`config.mk`:
```
export PLATFORM = sky130hd
export DESIGN_NAME = mbi_bus_port
export DESIGN_NICKNAME = d
export VERILOG_FILES = /design/src/design/mbi_pkg.sv /design/src/design/mbi_bus_port.sv /design/src/design/mbi_lane_decode.sv
export VERILOG_INCLUDE_DIRS = /design/src /design/src/design
export SDC_FILE = /design/constraint.sdc
export NUM_CORES = 2
export LEC_CHECK = 0
export ABC_AREA = 1
export BUFFER_PORTS_ARGS = -buffer_cell sky130_fd_sc_hd__buf_2
export CAP_MARGIN = 10
export CORE_UTILIZATION = 52
export DETAILED_ROUTE_END_ITERATION = 10
export PLACE_DENSITY = 0.66
export SLEW_MARGIN = 20
export SYNTH_ARGS = -nofsm -noshare
export SYNTH_HDL_FRONTEND = slang
export SYNTH_HIERARCHICAL = 1
export SYNTH_SLANG_ARGS = --single-unit
```
`constraint.sdc`:
```
create_clock -name clock -period 6.6 [get_ports clock]
set_clock_uncertainty 0.1 [all_clocks]
set_input_delay 1.32 -clock clock [delete_from_list [all_inputs] [get_ports clock]]
set_output_delay 1.32 -clock clock [all_outputs]
set_load 0.02 [all_outputs]
```
`src/design/mbi_defines.svh`:
```
// Constants for the host bus port: timing counts, widths, reset values.
// Assumes a single 40 MHz clock drives every flip-flop of the block.
`ifndef MBI_DEFINES_SVH
`define MBI_DEFINES_SVH
`define MBI_CLK_NS 25
// Access time from strobe to driven read data, in ns
`define MBI_ACCESS_NS 100
// Least time, so round up to whole cycles
`define MBI_ACCESS_CYC ((`MBI_ACCESS_NS + `MBI_CLK_NS - 1) / `MBI_CLK_NS)
`define MBI_CNT_W 3
// Internal store: 64 words of 16 bits, byte address bits 6:1 index it
`define MBI_MEM_WORDS 64
`define MBI_IDX_HI 6
`define MBI_IDX_LO 1
`define MBI_BASE_HI 15
`define MBI_BASE_LO 7
`define MBI_BASE_W 9
`define MBI_ADDR_W 24
`define MBI_LATCH_RST 24'h000000
`define MBI_DATA_RST 16'h0000
`endif

```
`src/design/mbi_pkg.sv`:
```
// Types shared by the host bus port and its lane decoder.
// Assumes the configuration word is held stable by the system.
package mbi_pkg;
	// Role of the read pin
	typedef enum logic [1:0] {
		MBI_RD_READ = 2'b00,
		MBI_RD_ECLK = 2'b01,
		MBI_RD_DS = 2'b10,
		MBI_RD_LOW_DS = 2'b11
	} mbi_rd_role_e;
	// Role of the write pin
	typedef enum logic [1:0] {
		MBI_WR_WRITE = 2'b00,
		MBI_WR_RNW = 2'b01,
		MBI_WR_LOW_WR = 2'b10
	} mbi_wr_role_e;
	// Role of the byte control pin
	typedef enum logic [2:0] {
		MBI_BC_HIGH_EN = 3'b000,
		MBI_BC_PROG_EN = 3'b001,
		MBI_BC_HIGH_WR = 3'b010,
		MBI_BC_UPPER_DS = 3'b011,
		MBI_BC_SIZE = 3'b100
	} mbi_bc_role_e;
	// Role of the lowest address pin
	typedef enum logic {
		MBI_A0_ADDR = 1'b0,
		MBI_A0_LOW_EN = 1'b1
	} mbi_a0_role_e;
	// Read access sequence
	typedef enum logic [1:0] {
		MBI_IDLE = 2'b00,
		MBI_WAIT = 2'b01,
		MBI_DRIVE = 2'b10
	} mbi_state_e;
	typedef struct packed {
		logic mux_mode;
		logic bus16;
		mbi_rd_role_e rd_role;
		mbi_wr_role_e wr_role;
		mbi_bc_role_e bc_role;
		mbi_a0_role_e a0_role;
		logic ale_high;
		logic latch_nonmux;
		logic addr_in_en;
		logic [4:0] addr_out_en;
		logic [4:0] addr_out_hi;
		logic [8:0] data_base;
		logic [8:0] prog_base;
		logic [7:0] page;
		logic [7:0] ext_match;
		logic spare_en;
		logic rst_out_high;
	} mbi_cfg_s;
	// Internal byte enables; swap puts the even byte on the upper lanes
	typedef struct packed {
		logic even_en;
		logic odd_en;
		logic swap;
	} mbi_lane_s;
	typedef struct packed {
		logic rd;
		logic wr;
		logic prog;
	} mbi_strobe_s;
	// Synchronised pin sample
	typedef struct packed {
		logic rd;
		logic wr;
		logic bc;
		logic le;
		logic [15:0] addr_data;
		logic [7:0] pc;
		logic [7:0] pd;
		logic [7:0] pa;
		logic [7:0] ext;
	} mbi_pins_s;
endpackage

```
`src/design/mbi_bus_port.sv`:
```
// Host bus port: strobe decode, address latch, lane steering, store.
// Assumes pins come from the host asynchronously and cfg is static.
// Summary of operation
// - Read and write pins take several strobe roles
// - Byte control and lowest pin take roles
// - Multiplexed host lines meet combined port directly
// - Latch enable captures address off shared lines
// - Read data driven after the access time
// - Combined port released when nothing selected
// - Non-multiplexed: address combined port, data ports
// - Optional address latch in non-multiplexed mode
// - Data ports released when host not accessing
// - Eight-bit bus: one byte, low lanes
// - High enable with bit zero picks lanes
// - Separate high and low write strobes
// - Size bit scheme, even bytes upper lanes
// - Upper and lower data strobes steer lanes
// - First port high address, latched when multiplexed
// - Other port address inputs: unlatched, general only
// - Latched low address out on five ports
// - Program store enable reads, latch enable high
// - Enable clock with R/W makes internal strobes
// - Host reset output derived from own reset
// - Spare pins return ready and bus width
`timescale 1ns/10ps
`include "mbi_defines.svh"
module mbi_bus_port (
	input wire logic clock,
	input wire logic nrst,
	input mbi_pkg::mbi_cfg_s cfg,
	input wire logic rd_pin,
	input wire logic wr_pin,
	input wire logic byte_control_pin,
	input wire logic latch_enable_pin,
	input wire logic [15:0] combined_addr_data_port_in,
	output logic [15:0] combined_addr_data_port_out,
	output logic [15:0] combined_addr_data_port_oe,
	input wire logic [7:0] port_c_in,
	output logic [7:0] port_c_out,
	output logic [7:0] port_c_oe,
	input wire logic [7:0] port_d_in,
	output logic [7:0] port_d_out,
	output logic [7:0] port_d_oe,
	input wire logic [7:0] port_a_addr_in,
	input wire logic [7:0] ext_addr_in,
	output logic ext_addr_hit,
	output logic [39:0] addr_out_port,
	output logic [4:0] addr_out_oe,
	output logic host_reset_output,
	output logic wait_ready_out,
	output logic bus_width_signal,
	output logic spare_oe
);
	localparam int ACC = `MBI_ACCESS_CYC;
	mbi_pkg::mbi_pins_s pin_raw;
	mbi_pkg::mbi_pins_s pin_meta;
	mbi_pkg::mbi_pins_s pin_s;
	mbi_pkg::mbi_lane_s lanes;
	mbi_pkg::mbi_lane_s rd_lanes;
	mbi_pkg::mbi_lane_s wr_lanes;
	mbi_pkg::mbi_strobe_s strobes;
	mbi_pkg::mbi_state_e state;
	mbi_pkg::mbi_state_e next_state;
	logic [`MBI_CNT_W-1:0] cnt;
	logic [`MBI_CNT_W-1:0] next_cnt;
	logic [`MBI_ADDR_W-1:0] latched;
	logic [15:0] mem [0:`MBI_MEM_WORDS-1];
	logic [15:0] out_q;
	logic [15:0] addr_out_q;
	logic [7:0] w_even;
	logic [7:0] w_odd;
	logic [5:0] w_idx;
	logic wr_q;
	logic [1:0] rst_sync;
	wire logic ale_on;
	wire logic latch_use;
	wire logic [`MBI_ADDR_W-1:0] live_addr;
	wire logic [`MBI_ADDR_W-1:0] addr;
	wire logic lowest_address_pin;
	wire logic hi_ok;
	wire logic data_sel;
	wire logic prog_sel;
	wire logic sel;
	wire logic rd_hit;
	wire logic wr_hit;
	wire logic commit;
	wire logic [5:0] idx;
	wire logic [15:0] word;
	wire logic [15:0] src;
	wire logic [15:0] steered;
	wire logic lo_on;
	wire logic hi_on;
	wire logic driving;

	// Every pin passes two flops; the host holds buses steady around strobes
	assign pin_raw = '{rd: rd_pin, wr: wr_pin, bc: byte_control_pin,
		le: latch_enable_pin, addr_data: combined_addr_data_port_in,
		pc: port_c_in, pd: port_d_in, pa: port_a_addr_in,
		ext: ext_addr_in};
	always_ff @(posedge clock or negedge nrst) begin
		if (!nrst) begin
			pin_meta <= '0;
			pin_s <= '0;
		end else begin
			pin_meta <= pin_raw;
			pin_s <= pin_meta;
		end
	end

	// Address source: latch in multiplexed mode or when asked for
	assign ale_on = cfg.ale_high ? pin_s.le : !pin_s.le;
	assign latch_use = cfg.mux_mode || cfg.latch_nonmux;
	assign live_addr = {pin_s.pa, pin_s.addr_data};
	assign addr = latch_use ? latched : live_addr;
	assign lowest_address_pin = addr[0];

	// Transparent while enable is active, frozen once it falls
	always_ff @(posedge clock or negedge nrst) begin
		if (!nrst) begin
			latched <= `MBI_LATCH_RST;
		end else if (ale_on) begin
			latched <= live_addr;
		end
	end

	mbi_lane_decode u_lanes (
		.cfg(cfg),
		.rd_pin(pin_s.rd),
		.wr_pin(pin_s.wr),
		.byte_control_pin(pin_s.bc),
		.a0(lowest_address_pin),
		.lanes(lanes),
		.strobes(strobes)
	);

	// Decode: only the first port's high bits reach data and program selection
	assign hi_ok = !cfg.addr_in_en || addr[23:16] == cfg.page;
	assign data_sel = hi_ok &&
		addr[`MBI_BASE_HI:`MBI_BASE_LO] == cfg.data_base;
	assign prog_sel = hi_ok &&
		addr[`MBI_BASE_HI:`MBI_BASE_LO] == cfg.prog_base;
	assign sel = strobes.prog ? prog_sel : data_sel;
	assign rd_hit = strobes.rd && sel;
	assign wr_hit = strobes.wr && sel && !strobes.rd;
	assign idx = addr[`MBI_IDX_HI:`MBI_IDX_LO];
	assign word = mem[idx];

	// Other-port address inputs: compared live, never latched
	always_ff @(posedge clock or negedge nrst) begin
		if (!nrst) begin
			ext_addr_hit <= 1'b0;
		end else begin
			ext_addr_hit <= pin_s.ext == cfg.ext_match;
		end
	end

	// Read sequence: wait the access time, then drive
	always_comb begin
		next_state = state;
		next_cnt = cnt;
		case (state)
			mbi_pkg::MBI_IDLE: begin
				next_cnt = '0;
				if (rd_hit) begin
					next_state = mbi_pkg::MBI_WAIT;
				end
			end
			mbi_pkg::MBI_WAIT: begin
				if (!rd_hit) begin
					next_state = mbi_pkg::MBI_IDLE;
				end else if (cnt == `MBI_CNT_W'(ACC - 1)) begin
					next_state = mbi_pkg::MBI_DRIVE;
				end else begin
					next_cnt = cnt + 1'b1;
				end
			end
			mbi_pkg::MBI_DRIVE: begin
				if (!strobes.rd) begin
					next_state = mbi_pkg::MBI_IDLE;
				end
			end
			default: begin
				next_state = mbi_pkg::MBI_IDLE;
			end
		endcase
	end

	// Read steering: even byte upper only for swapped schemes
	assign steered = !cfg.bus16 ?
		{8'h00, lowest_address_pin ? word[15:8] : word[7:0]} :
		(lanes.swap ? {word[7:0], word[15:8]} : word);
	always_ff @(posedge clock or negedge nrst) begin
		if (!nrst) begin
			state <= mbi_pkg::MBI_IDLE;
			cnt <= '0;
			out_q <= `MBI_DATA_RST;
			rd_lanes <= '0;
		end else begin
			state <= next_state;
			cnt <= next_cnt;
			if (next_state == mbi_pkg::MBI_DRIVE &&
				state == mbi_pkg::MBI_WAIT) begin
				out_q <= steered;
				rd_lanes <= lanes;
			end
		end
	end

	// Output enables: physical lane from byte enable and swap
	assign driving = state == mbi_pkg::MBI_DRIVE;
	assign lo_on = driving && (!cfg.bus16 || (rd_lanes.swap ?
		rd_lanes.odd_en : rd_lanes.even_en));
	assign hi_on = driving && cfg.bus16 && (rd_lanes.swap ?
		rd_lanes.even_en : rd_lanes.odd_en);
	assign combined_addr_data_port_out = out_q;
	assign combined_addr_data_port_oe = cfg.mux_mode ?
		{{8{hi_on}}, {8{lo_on}}} : 16'h0000;
	assign port_c_out = out_q[7:0];
	assign port_d_out = out_q[15:8];
	assign port_c_oe = {8{!cfg.mux_mode && lo_on}};
	assign port_d_oe = {8{!cfg.mux_mode && hi_on}};

	// Write capture; commit at strobe end when data has settled
	assign src = cfg.mux_mode ? pin_s.addr_data : {pin_s.pd, pin_s.pc};
	assign commit = wr_q && !wr_hit;
	always_ff @(posedge clock or negedge nrst) begin
		if (!nrst) begin
			wr_q <= 1'b0;
			w_even <= 8'h00;
			w_odd <= 8'h00;
			w_idx <= 6'h00;
			wr_lanes <= '0;
		end else begin
			wr_q <= wr_hit;
			if (wr_hit) begin
				w_even <= (cfg.bus16 && lanes.swap) ? src[15:8] : src[7:0];
				w_odd <= (cfg.bus16 && !lanes.swap) ? src[15:8] : src[7:0];
				w_idx <= idx;
				wr_lanes <= lanes;
			end
		end
	end

	// Store has no reset; only enabled bytes change
	always_ff @(posedge clock) begin
		if (commit && wr_lanes.even_en) begin
			mem[w_idx][7:0] <= w_even;
		end
		if (commit && wr_lanes.odd_en) begin
			mem[w_idx][15:8] <= w_odd;
		end
	end

	// Address out, ready, width and host reset
	always_ff @(posedge clock or negedge nrst) begin
		if (!nrst) begin
			addr_out_q <= 16'h0000;
			rst_sync <= 2'b00;
			wait_ready_out <= 1'b0;
			bus_width_signal <= 1'b0;
		end else begin
			addr_out_q <= latched[15:0];
			rst_sync <= {rst_sync[0], 1'b1};
			wait_ready_out <= next_state != mbi_pkg::MBI_WAIT;
			bus_width_signal <= cfg.bus16;
		end
	end
	// Host leaves reset two clocks after this block does
	assign host_reset_output = cfg.rst_out_high ?
		!rst_sync[1] : rst_sync[1];
	assign spare_oe = cfg.spare_en;
	always_comb begin
		for (int i = 0; i < 5; i++) begin
			addr_out_port[i*8 +: 8] = cfg.addr_out_hi[i] ?
				addr_out_q[15:8] : addr_out_q[7:0];
			addr_out_oe[i] = cfg.mux_mode && cfg.addr_out_en[i];
		end
	end
endmodule

```
`src/design/mbi_lane_decode.sv`:
```
// Strobe and byte lane decoder for the host bus port.
// Assumes its pin inputs are already synchronised to clock.
`timescale 1ns/10ps
module mbi_lane_decode (
	input mbi_pkg::mbi_cfg_s cfg,
	input wire logic rd_pin,
	input wire logic wr_pin,
	input wire logic byte_control_pin,
	input wire logic a0,
	output mbi_pkg::mbi_lane_s lanes,
	output mbi_pkg::mbi_strobe_s strobes
);
	wire logic rnw;
	wire logic main_on;
	wire logic upper_on;
	wire logic any_on;
	wire logic rd_cyc;
	wire logic wr_cyc;
	wire logic prog_cyc;

	// Host strobe styles folded into internal read and write
	assign rnw = cfg.wr_role == mbi_pkg::MBI_WR_RNW;
	assign main_on = (cfg.rd_role == mbi_pkg::MBI_RD_ECLK) ?
		rd_pin : !rd_pin;
	assign upper_on = (cfg.bc_role == mbi_pkg::MBI_BC_UPPER_DS) &&
		!byte_control_pin;
	assign any_on = main_on || upper_on;
	// Enable clock and R/W give both strobes; write is R/W low
	assign rd_cyc = rnw ? (any_on && wr_pin) : !rd_pin;
	assign prog_cyc = (cfg.bc_role == mbi_pkg::MBI_BC_PROG_EN) &&
		!byte_control_pin;
	assign wr_cyc = rnw ? (any_on && !wr_pin) :
		(!wr_pin || ((cfg.bc_role == mbi_pkg::MBI_BC_HIGH_WR) &&
		!byte_control_pin));
	assign strobes = '{rd: rd_cyc || prog_cyc, wr: wr_cyc, prog: prog_cyc};

	// Byte lane selection per scheme
	always_comb begin
		lanes = '{even_en: !a0, odd_en: a0, swap: 1'b0};
		if (cfg.bus16) begin
			case (cfg.bc_role)
				mbi_pkg::MBI_BC_HIGH_EN: begin
					// Same polarity whether the pin is A0 or low enable
					lanes.even_en = !a0;
					lanes.odd_en = !byte_control_pin;
				end
				mbi_pkg::MBI_BC_HIGH_WR: begin
					// Reads take the word; strobes pick bytes on writes
					lanes.even_en = !wr_cyc || !wr_pin;
					lanes.odd_en = !wr_cyc || !byte_control_pin;
				end
				mbi_pkg::MBI_BC_UPPER_DS: begin
					lanes.swap = 1'b1;
					lanes.even_en = !byte_control_pin;
					lanes.odd_en = !rd_pin;
				end
				mbi_pkg::MBI_BC_SIZE: begin
					lanes.swap = 1'b1;
					lanes.even_en = !a0;
					lanes.odd_en = a0 || !byte_control_pin;
				end
				default: begin
					// Program reads on a wide bus take the whole word
					lanes.even_en = 1'b1;
					lanes.odd_en = 1'b1;
				end
			endcase
		end
	end
endmodule

```
==> Word level (Yosys, flattened, before mapping) <==
Memory sizes are Yosys's and may differ from the RTL's.
Cells that the tools add are included.
{ "word_totals": {"ramBits": 1024, "register_bits": 198, "inputBits": 113, "n_memories": 1} }
{ "classes": {"addsub": 1, "eq_ne": 17, "n_reduce_logical": 53, "muxes": 36} }
{ "mem_list": {"columns": ["name", "depth", "width", "read_ports", "rd_clocked_by_memory_dff", "write_ports", "line_no", "text"], "rows": [
  ["mem", 64, 16, 1, 0, 1, "mbi_bus_port.sv:67", "logic [15:0] mem [0:`MBI_MEM_WORDS-1];"]
]} }
{ "op_table": {"columns": ["operator", "n"], "rows": [
  ["$mux 16", 4],
  ["$mux 8", 8],
  ["$logic_and 1x1->1", 26],
  ["$mux 24", 1],
  ["$eq 9x9->1", 2],
  ["$eq 8x8->1", 2],
  ["$logic_not 1->1", 13],
  ["$mux 1", 13],
  ["$eq 3x2->1 const B", 3],
  ["$logic_or 1x1->1", 9],
  ["$mux 3", 3],
  ["$mux 2", 4],
  ["$pmux 2 s4", 1],
  ["$eq 2x1->1 const B", 3],
  ["$pmux 2 s3", 1],
  ["$pmux 3 s2", 1],
  ["$eq 2x2->1 const B", 2],
  ["$ne 2x2->1 const B", 2],
  ["$add 3x1->3 const B", 1],
  ["$eq 3x1->1 const B", 1],
  ["$eq 3x3->1 const B", 1],
  ["$logic_not 3->1", 1],
  ["$reduce_and 3->1", 1],
  ["$logic_not 2->1", 1],
  ["3 further kinds", 3]
]} }

==> Longest topological paths before layout <==
{ "logic_depth": {"ltp_word": 13, "ltp_mapped": 20, "ltp_nobuf": 18} }

==> Modules after synthesis <==
The synthesis kept the hierarchy.
{ "by_module_without_submodules": {"columns": ["mod", "cells_each", "seq_area_each_um2", "area_per_inst_um2", "n_inst"], "rows": [
  ["mbi_bus_port", 5329, 35704.2, 53206.0, 1],
  ["mbi_lane_decode", 54, 0.0, 249.0, 1]
]} }

==> Worst setup path before layout <==
No wires, ideal clock.
{ "synth_path": {"path_kind": "input to output", "startpoint": "in cfg[58] in the netlist's numbering", "endpoint": "out port_c_oe[1]", "path_slack_ns": 2.697, "n_path_buf": 3, "cell_stages": 4, "arrival_ns": 2.483, "path_cell_list": "clkbuf_1 -> clkbuf_1 -> nor2_1 -> buf_4"} }
{ "synth_between": {"elab_chain_len": 2} }
{ "synth_rtl": {"columns": ["item", "line_no", "text"], "rows": [
  ["start, declared", "mbi_bus_port.sv:30", "input mbi_pkg::mbi_cfg_s cfg,"],
  ["$logic_not 1->1", "mbi_bus_port.sv:220", "assign port_c_oe = {8{!cfg.mux_mode && lo_on}};"],
  ["$logic_and 1x1->1", "mbi_bus_port.sv:220", null],
  ["end, declared", "mbi_bus_port.sv:40", "output logic [7:0] port_c_oe,"]
]} }
No other way between the ends.

==> Worst setup path after layout <==
{ "layout_path": {"startpoint": "in cfg[58] in the netlist's numbering", "endpoint": "reg out_q[6], in the netlist combined_addr_data_port_out[6]"} }
{ "layout_between": {"elab_chain_len": 11, "word_cells_on_any_way": 19} }
{ "layout_rtl": {"columns": ["item", "line_no", "text"], "rows": [
  ["$logic_or 1x1->1 (*)", "mbi_bus_port.sv:112", "assign latch_use = cfg.mux_mode || cfg.latch_nonmux;"],
  ["$mux 24 (*)", "mbi_bus_port.sv:114", "assign addr = latch_use ? latched : live_addr;"],
  ["$eq 8x8->1", "mbi_bus_port.sv:137", "assign hi_ok = !cfg.addr_in_en || addr[23:16] == cfg.page;"],
  ["$logic_or 1x1->1", "mbi_bus_port.sv:137", null],
  ["$logic_and 1x1->1, on equally long branches", "mbi_bus_port.sv:138, mbi_bus_port.sv:140", null],
  ["$mux 1", "mbi_bus_port.sv:142", "assign sel = strobes.prog ? prog_sel : data_sel;"],
  ["$logic_and 1x1->1", "mbi_bus_port.sv:143", "assign rd_hit = strobes.rd && sel;"],
  ["$mux 2, on equally long branches", "mbi_bus_port.sv:169, mbi_bus_port.sv:164", null],
  ["$pmux 2 s3", "mbi_bus_port.sv:161", "case (state)"],
  ["$eq 2x2->1", "mbi_bus_port.sv:201", "if (next_state == mbi_pkg::MBI_DRIVE &&"],
  ["$logic_and 1x1->1", "mbi_bus_port.sv:201", null],
  ["end signal, assigned", "mbi_bus_port.sv:196", "out_q <= `MBI_DATA_RST;"],
  ["end signal, assigned", "mbi_bus_port.sv:203", "out_q <= steered;"],
  ["end, declared", "mbi_bus_port.sv:68", "logic [15:0] out_q;"]
]} }
Mark *: on every way between the ends. The rest lies on a longest branch, timed or not.
A chain may end at the register's enable or synchronous reset.

==> run_results.csv <==
group,metric,value,unit
worst_setup_path,cpPeakStageDelay,0.86,ns
sta,timing.final.ws_setup,1.94,ns
synthesis,synth_area,53500,um^2
routing,dr.first_iter.drc_count,3957,
clock_tree,cts_root_buf,"clkbuf_16",
synthesis,synth-seq-cells,1222,
sta,slew_viol_final,0,
routing,ant_nets,0,
global_route,grt_max_degree,129,
floorplanning,dieArea,104000,um^2
global_route,grt_remaining_overflow,0,
floorplanning,core-area,102000,um^2
worst_setup_path,worstSetupPathType,"in -> reg",
synthesis,ys_types,35,
global_route,gr-usage-all-layers,26.5,%
sta,slew_headroom,20.5,%
power_and_ir_drop,power_density,294,nW/um^2
layout,final_common_cell,"nand2_1",
synthesis,yosys_warnings,6,
clock_tree,holdBufCountCts,0,
power_and_ir_drop,p_leak,25.7,nW
layout,synthToLayoutAreaGrowth,12.3,%
clock_tree,cts_resized,0,
worst_setup_path,start_kind,"input port",
worst_setup_path,end_kind,"flop",
worst_setup_path,crit_required,7.14,ns
routing,vias_per_cell,5.31,
synthesis,synth_area_per_cell,9.93,um^2
floorplanning,die_w,323,um
worst_setup_path,crit_cells,16,
clock_tree,cts_sinks,1222,
synthesis,syn_nets,5498,
routing,drc,0,
global_route,grt_pass1_wl,207000,um
worst_setup_path,slowest_stage,"o21ai_4",
clock_tree,cts_made_buffers,121,
routing,routedWlPerCell,19.7,um
worst_setup_path,worstPathMaxFanout,57,
place,pre_cts_ws,1.39,ns
power_and_ir_drop,ir_drop,0.255,mV
worst_setup_path,r2r_cells,13,
routing,vias,37200,
sta,tns,0,ns
sta,timing.fmax,215,MHz
clock_tree,cts_setup_buffers,0,
sta,min_period,4.66,ns
flow_run,cap_violations,0,
sta,period_share,70.5,%
layout,fin_util,58.9,%
clock_tree,htreeDepth,3,
synthesis,yosysSeqAreaShare,66.8,%
sta,whs,0.243,ns
floorplanning,start_util,52.5,%
place,io_buffers,223,
place,hpwlAfterDp,84900,um
clock_tree,tritoncts,"done",
global_route,grt_pass1_vias,34500,
layout,fin_nets,5648,
worst_setup_path,crit_chain,"buf_2 -> buf_4 -> nor2_4 -> buf_4 -> o21ai_4 -> inv_4 -> buf_12 -> nand3_1 -> nand3_1 -> nand3_1 -> nand3_1 -> nand2_1 -> nand2_1 -> nand3_1 -> nor2_1 -> nor2_1",
outcome,status,"finished, final reports clean",
sta,hold_viol_final,0,
synthesis,postSynthCellCount,5383,
layout,drive_above_1_share,10.2,%
global_route,antenna_found_initial,4,
min_path,hold_depth,0,
clock_tree,clk_path_buf_depth,3,
place,place.gp.congestion,0.949,
worst_setup_path,worstPathArrival,5.19,ns
worst_setup_path,critPathTopFamily,"simple AND/OR/NAND/NOR gates",
sta,rsz0062_at_grt,"false",
sta,final-setup-viol-count,0,
clock_tree,path_clk_slew,0.06,ns
power_and_ir_drop,finalPower,17.6,mW
floorplanning,die_h,323,um
routing,dr.pass1.iters,6,
routing,drt_wl_total,138000,um
sta,tightest_slew,1.18,ns
floorplanning,ioPinCount,227,
layout,layout_common_cells,"1,483 x nand2_1, 1,024 x edfxtp_1, 987 x nand3_1",
min_path,hold_path_class,"reg -> reg",
clock_tree,clock_latency,0.71,ns
floorplanning,rows,117,
worst_setup_path,worst-path-buf-inv,5,
worst_setup_path,crit_path_frequent_cell,"nand3_1",
## cell type report
class	instances	area [um^2]
fill	8447	41900
sequential	1222	35700
multi-input combinational	2914	12800
inverter	927	3480
clock buffer	160	3280
timing repair buffer	347	2400
tap	1368	1710
clock inverter	71	652
antenna	2	5.00
## logic make-up after synthesis
| family | Yosys count | synth area share, % |
|---|---|---|
| DFF | 1222 | 66.8 |
| AOI/OAI and AO/OA | 170 | 1.68 |
| other | 1 | 0.00702 |
| buffers and inverters | 1247 | 9.55 |
| and+or+nand+nor | 2719 | 21.6 |
| adders and majority gates | 2 | 0.0468 |
| xor gates and xnor gates | 22 | 0.360 |
## metal layers
layer	up-vias	global-route usage [%]	part of all wire, %
li1	17600	-	-
met1	17800	36.6	41
met2	1509	42.4	47
met3	299	4.06	7.9
met4	2	10.2	3.9
met5	-	0	0.010
## path summary, 6_finish.rpt
path                        startpoint                        endpoint  slack [ns]
setup / recovery               cfg[58]  combined_addr_data_port_out[6]        1.94
hold / removal             pin_meta[6]                        pin_s[6]        0.24
setup reg to reg             pin_s[49]                      mem[43][4]        2.48
hold reg to reg            pin_meta[6]                        pin_s[6]        0.24
max in group asynchronous         nrst                       w_even[5]        4.75
min in group asynchronous         nrst                     pin_meta[9]        0.53
## state kept, by name, summed over array words and instances, names as in the netlist, 3 cells and up
register and count:
cnt 3, live_addr 24, pin_meta 52, pin_s 28
w_even 8, rd_lanes 3, w_idx 6, mem 1024
latched 24, combined_addr_data_port_out 16, addr_out_q 16, w_odd 8
## synthesized netlist by cell type
library cell / count / area share, %
a21oi_1: 26 / 0.24
a21o_1: 1 / 0.014
inv_2: 3 / 0.021
o21ai_2: 2 / 0.033
nor2_4: 1 / 0.021
o211ai_1: 11 / 0.15
buf_6: 2 / 0.042
nor2_2: 4 / 0.047
nand4_1: 5 / 0.059
nor2_1: 209 / 1.5
buf_2: 170 / 1.6
edfxtp_1: 1024 / 58
xor2_1: 12 / 0.20
nand2_1: 1487 / 10
inv_1: 922 / 6.5
o21ai_1: 8 / 0.075
or2_2: 1 / 0.012
o21ai_0: 117 / 1.1
a21boi_0: 1 / 0.014
clkbuf_1: 79 / 0.55
clkinv_1: 2 / 0.014
xnor2_1: 10 / 0.16
nand2_2: 3 / 0.035
nand4_2: 1 / 0.023
a22oi_1: 1 / 0.014
ha_1: 2 / 0.047
nor3_1: 19 / 0.18
a21oi_2: 1 / 0.016
conb_1: 1 / 0.0070
nand3_2: 2 / 0.037
nand3_1: 987 / 9.2
a31oi_1: 2 / 0.023
buf_4: 52 / 0.73
dfrtp_1: 198 / 9.3
buf_1: 17 / 0.12
## report_power, final
part           total (mW)  leakage [nW]  switching (mW)  internal [mW]
Sequential           8.47          13.4          0.0596           8.41
Combinational        2.33          10.4            1.67          0.650
Clock                6.82          1.93            2.91           3.91
Total                17.6          25.7            4.65           13.0
## worst reg2reg max path, delay by kind of cell (launching register included)
kind	cells	cell delay, ns
simple gates	9	1.94
buf+inv	2	0.81
compound gates	2	0.45
flops	1	0.41
## per-stage QoR
step / std cells / cell area (um^2)
after global routing: 7011 / 60000
after floorplan: 5383 / 53500
after CTS: 7008 / 60000
after global placement: 6777 / 56000
final: 7011 / 60000
after detailed placement: 6777 / 56000
(Power assumes the default switching activity.)
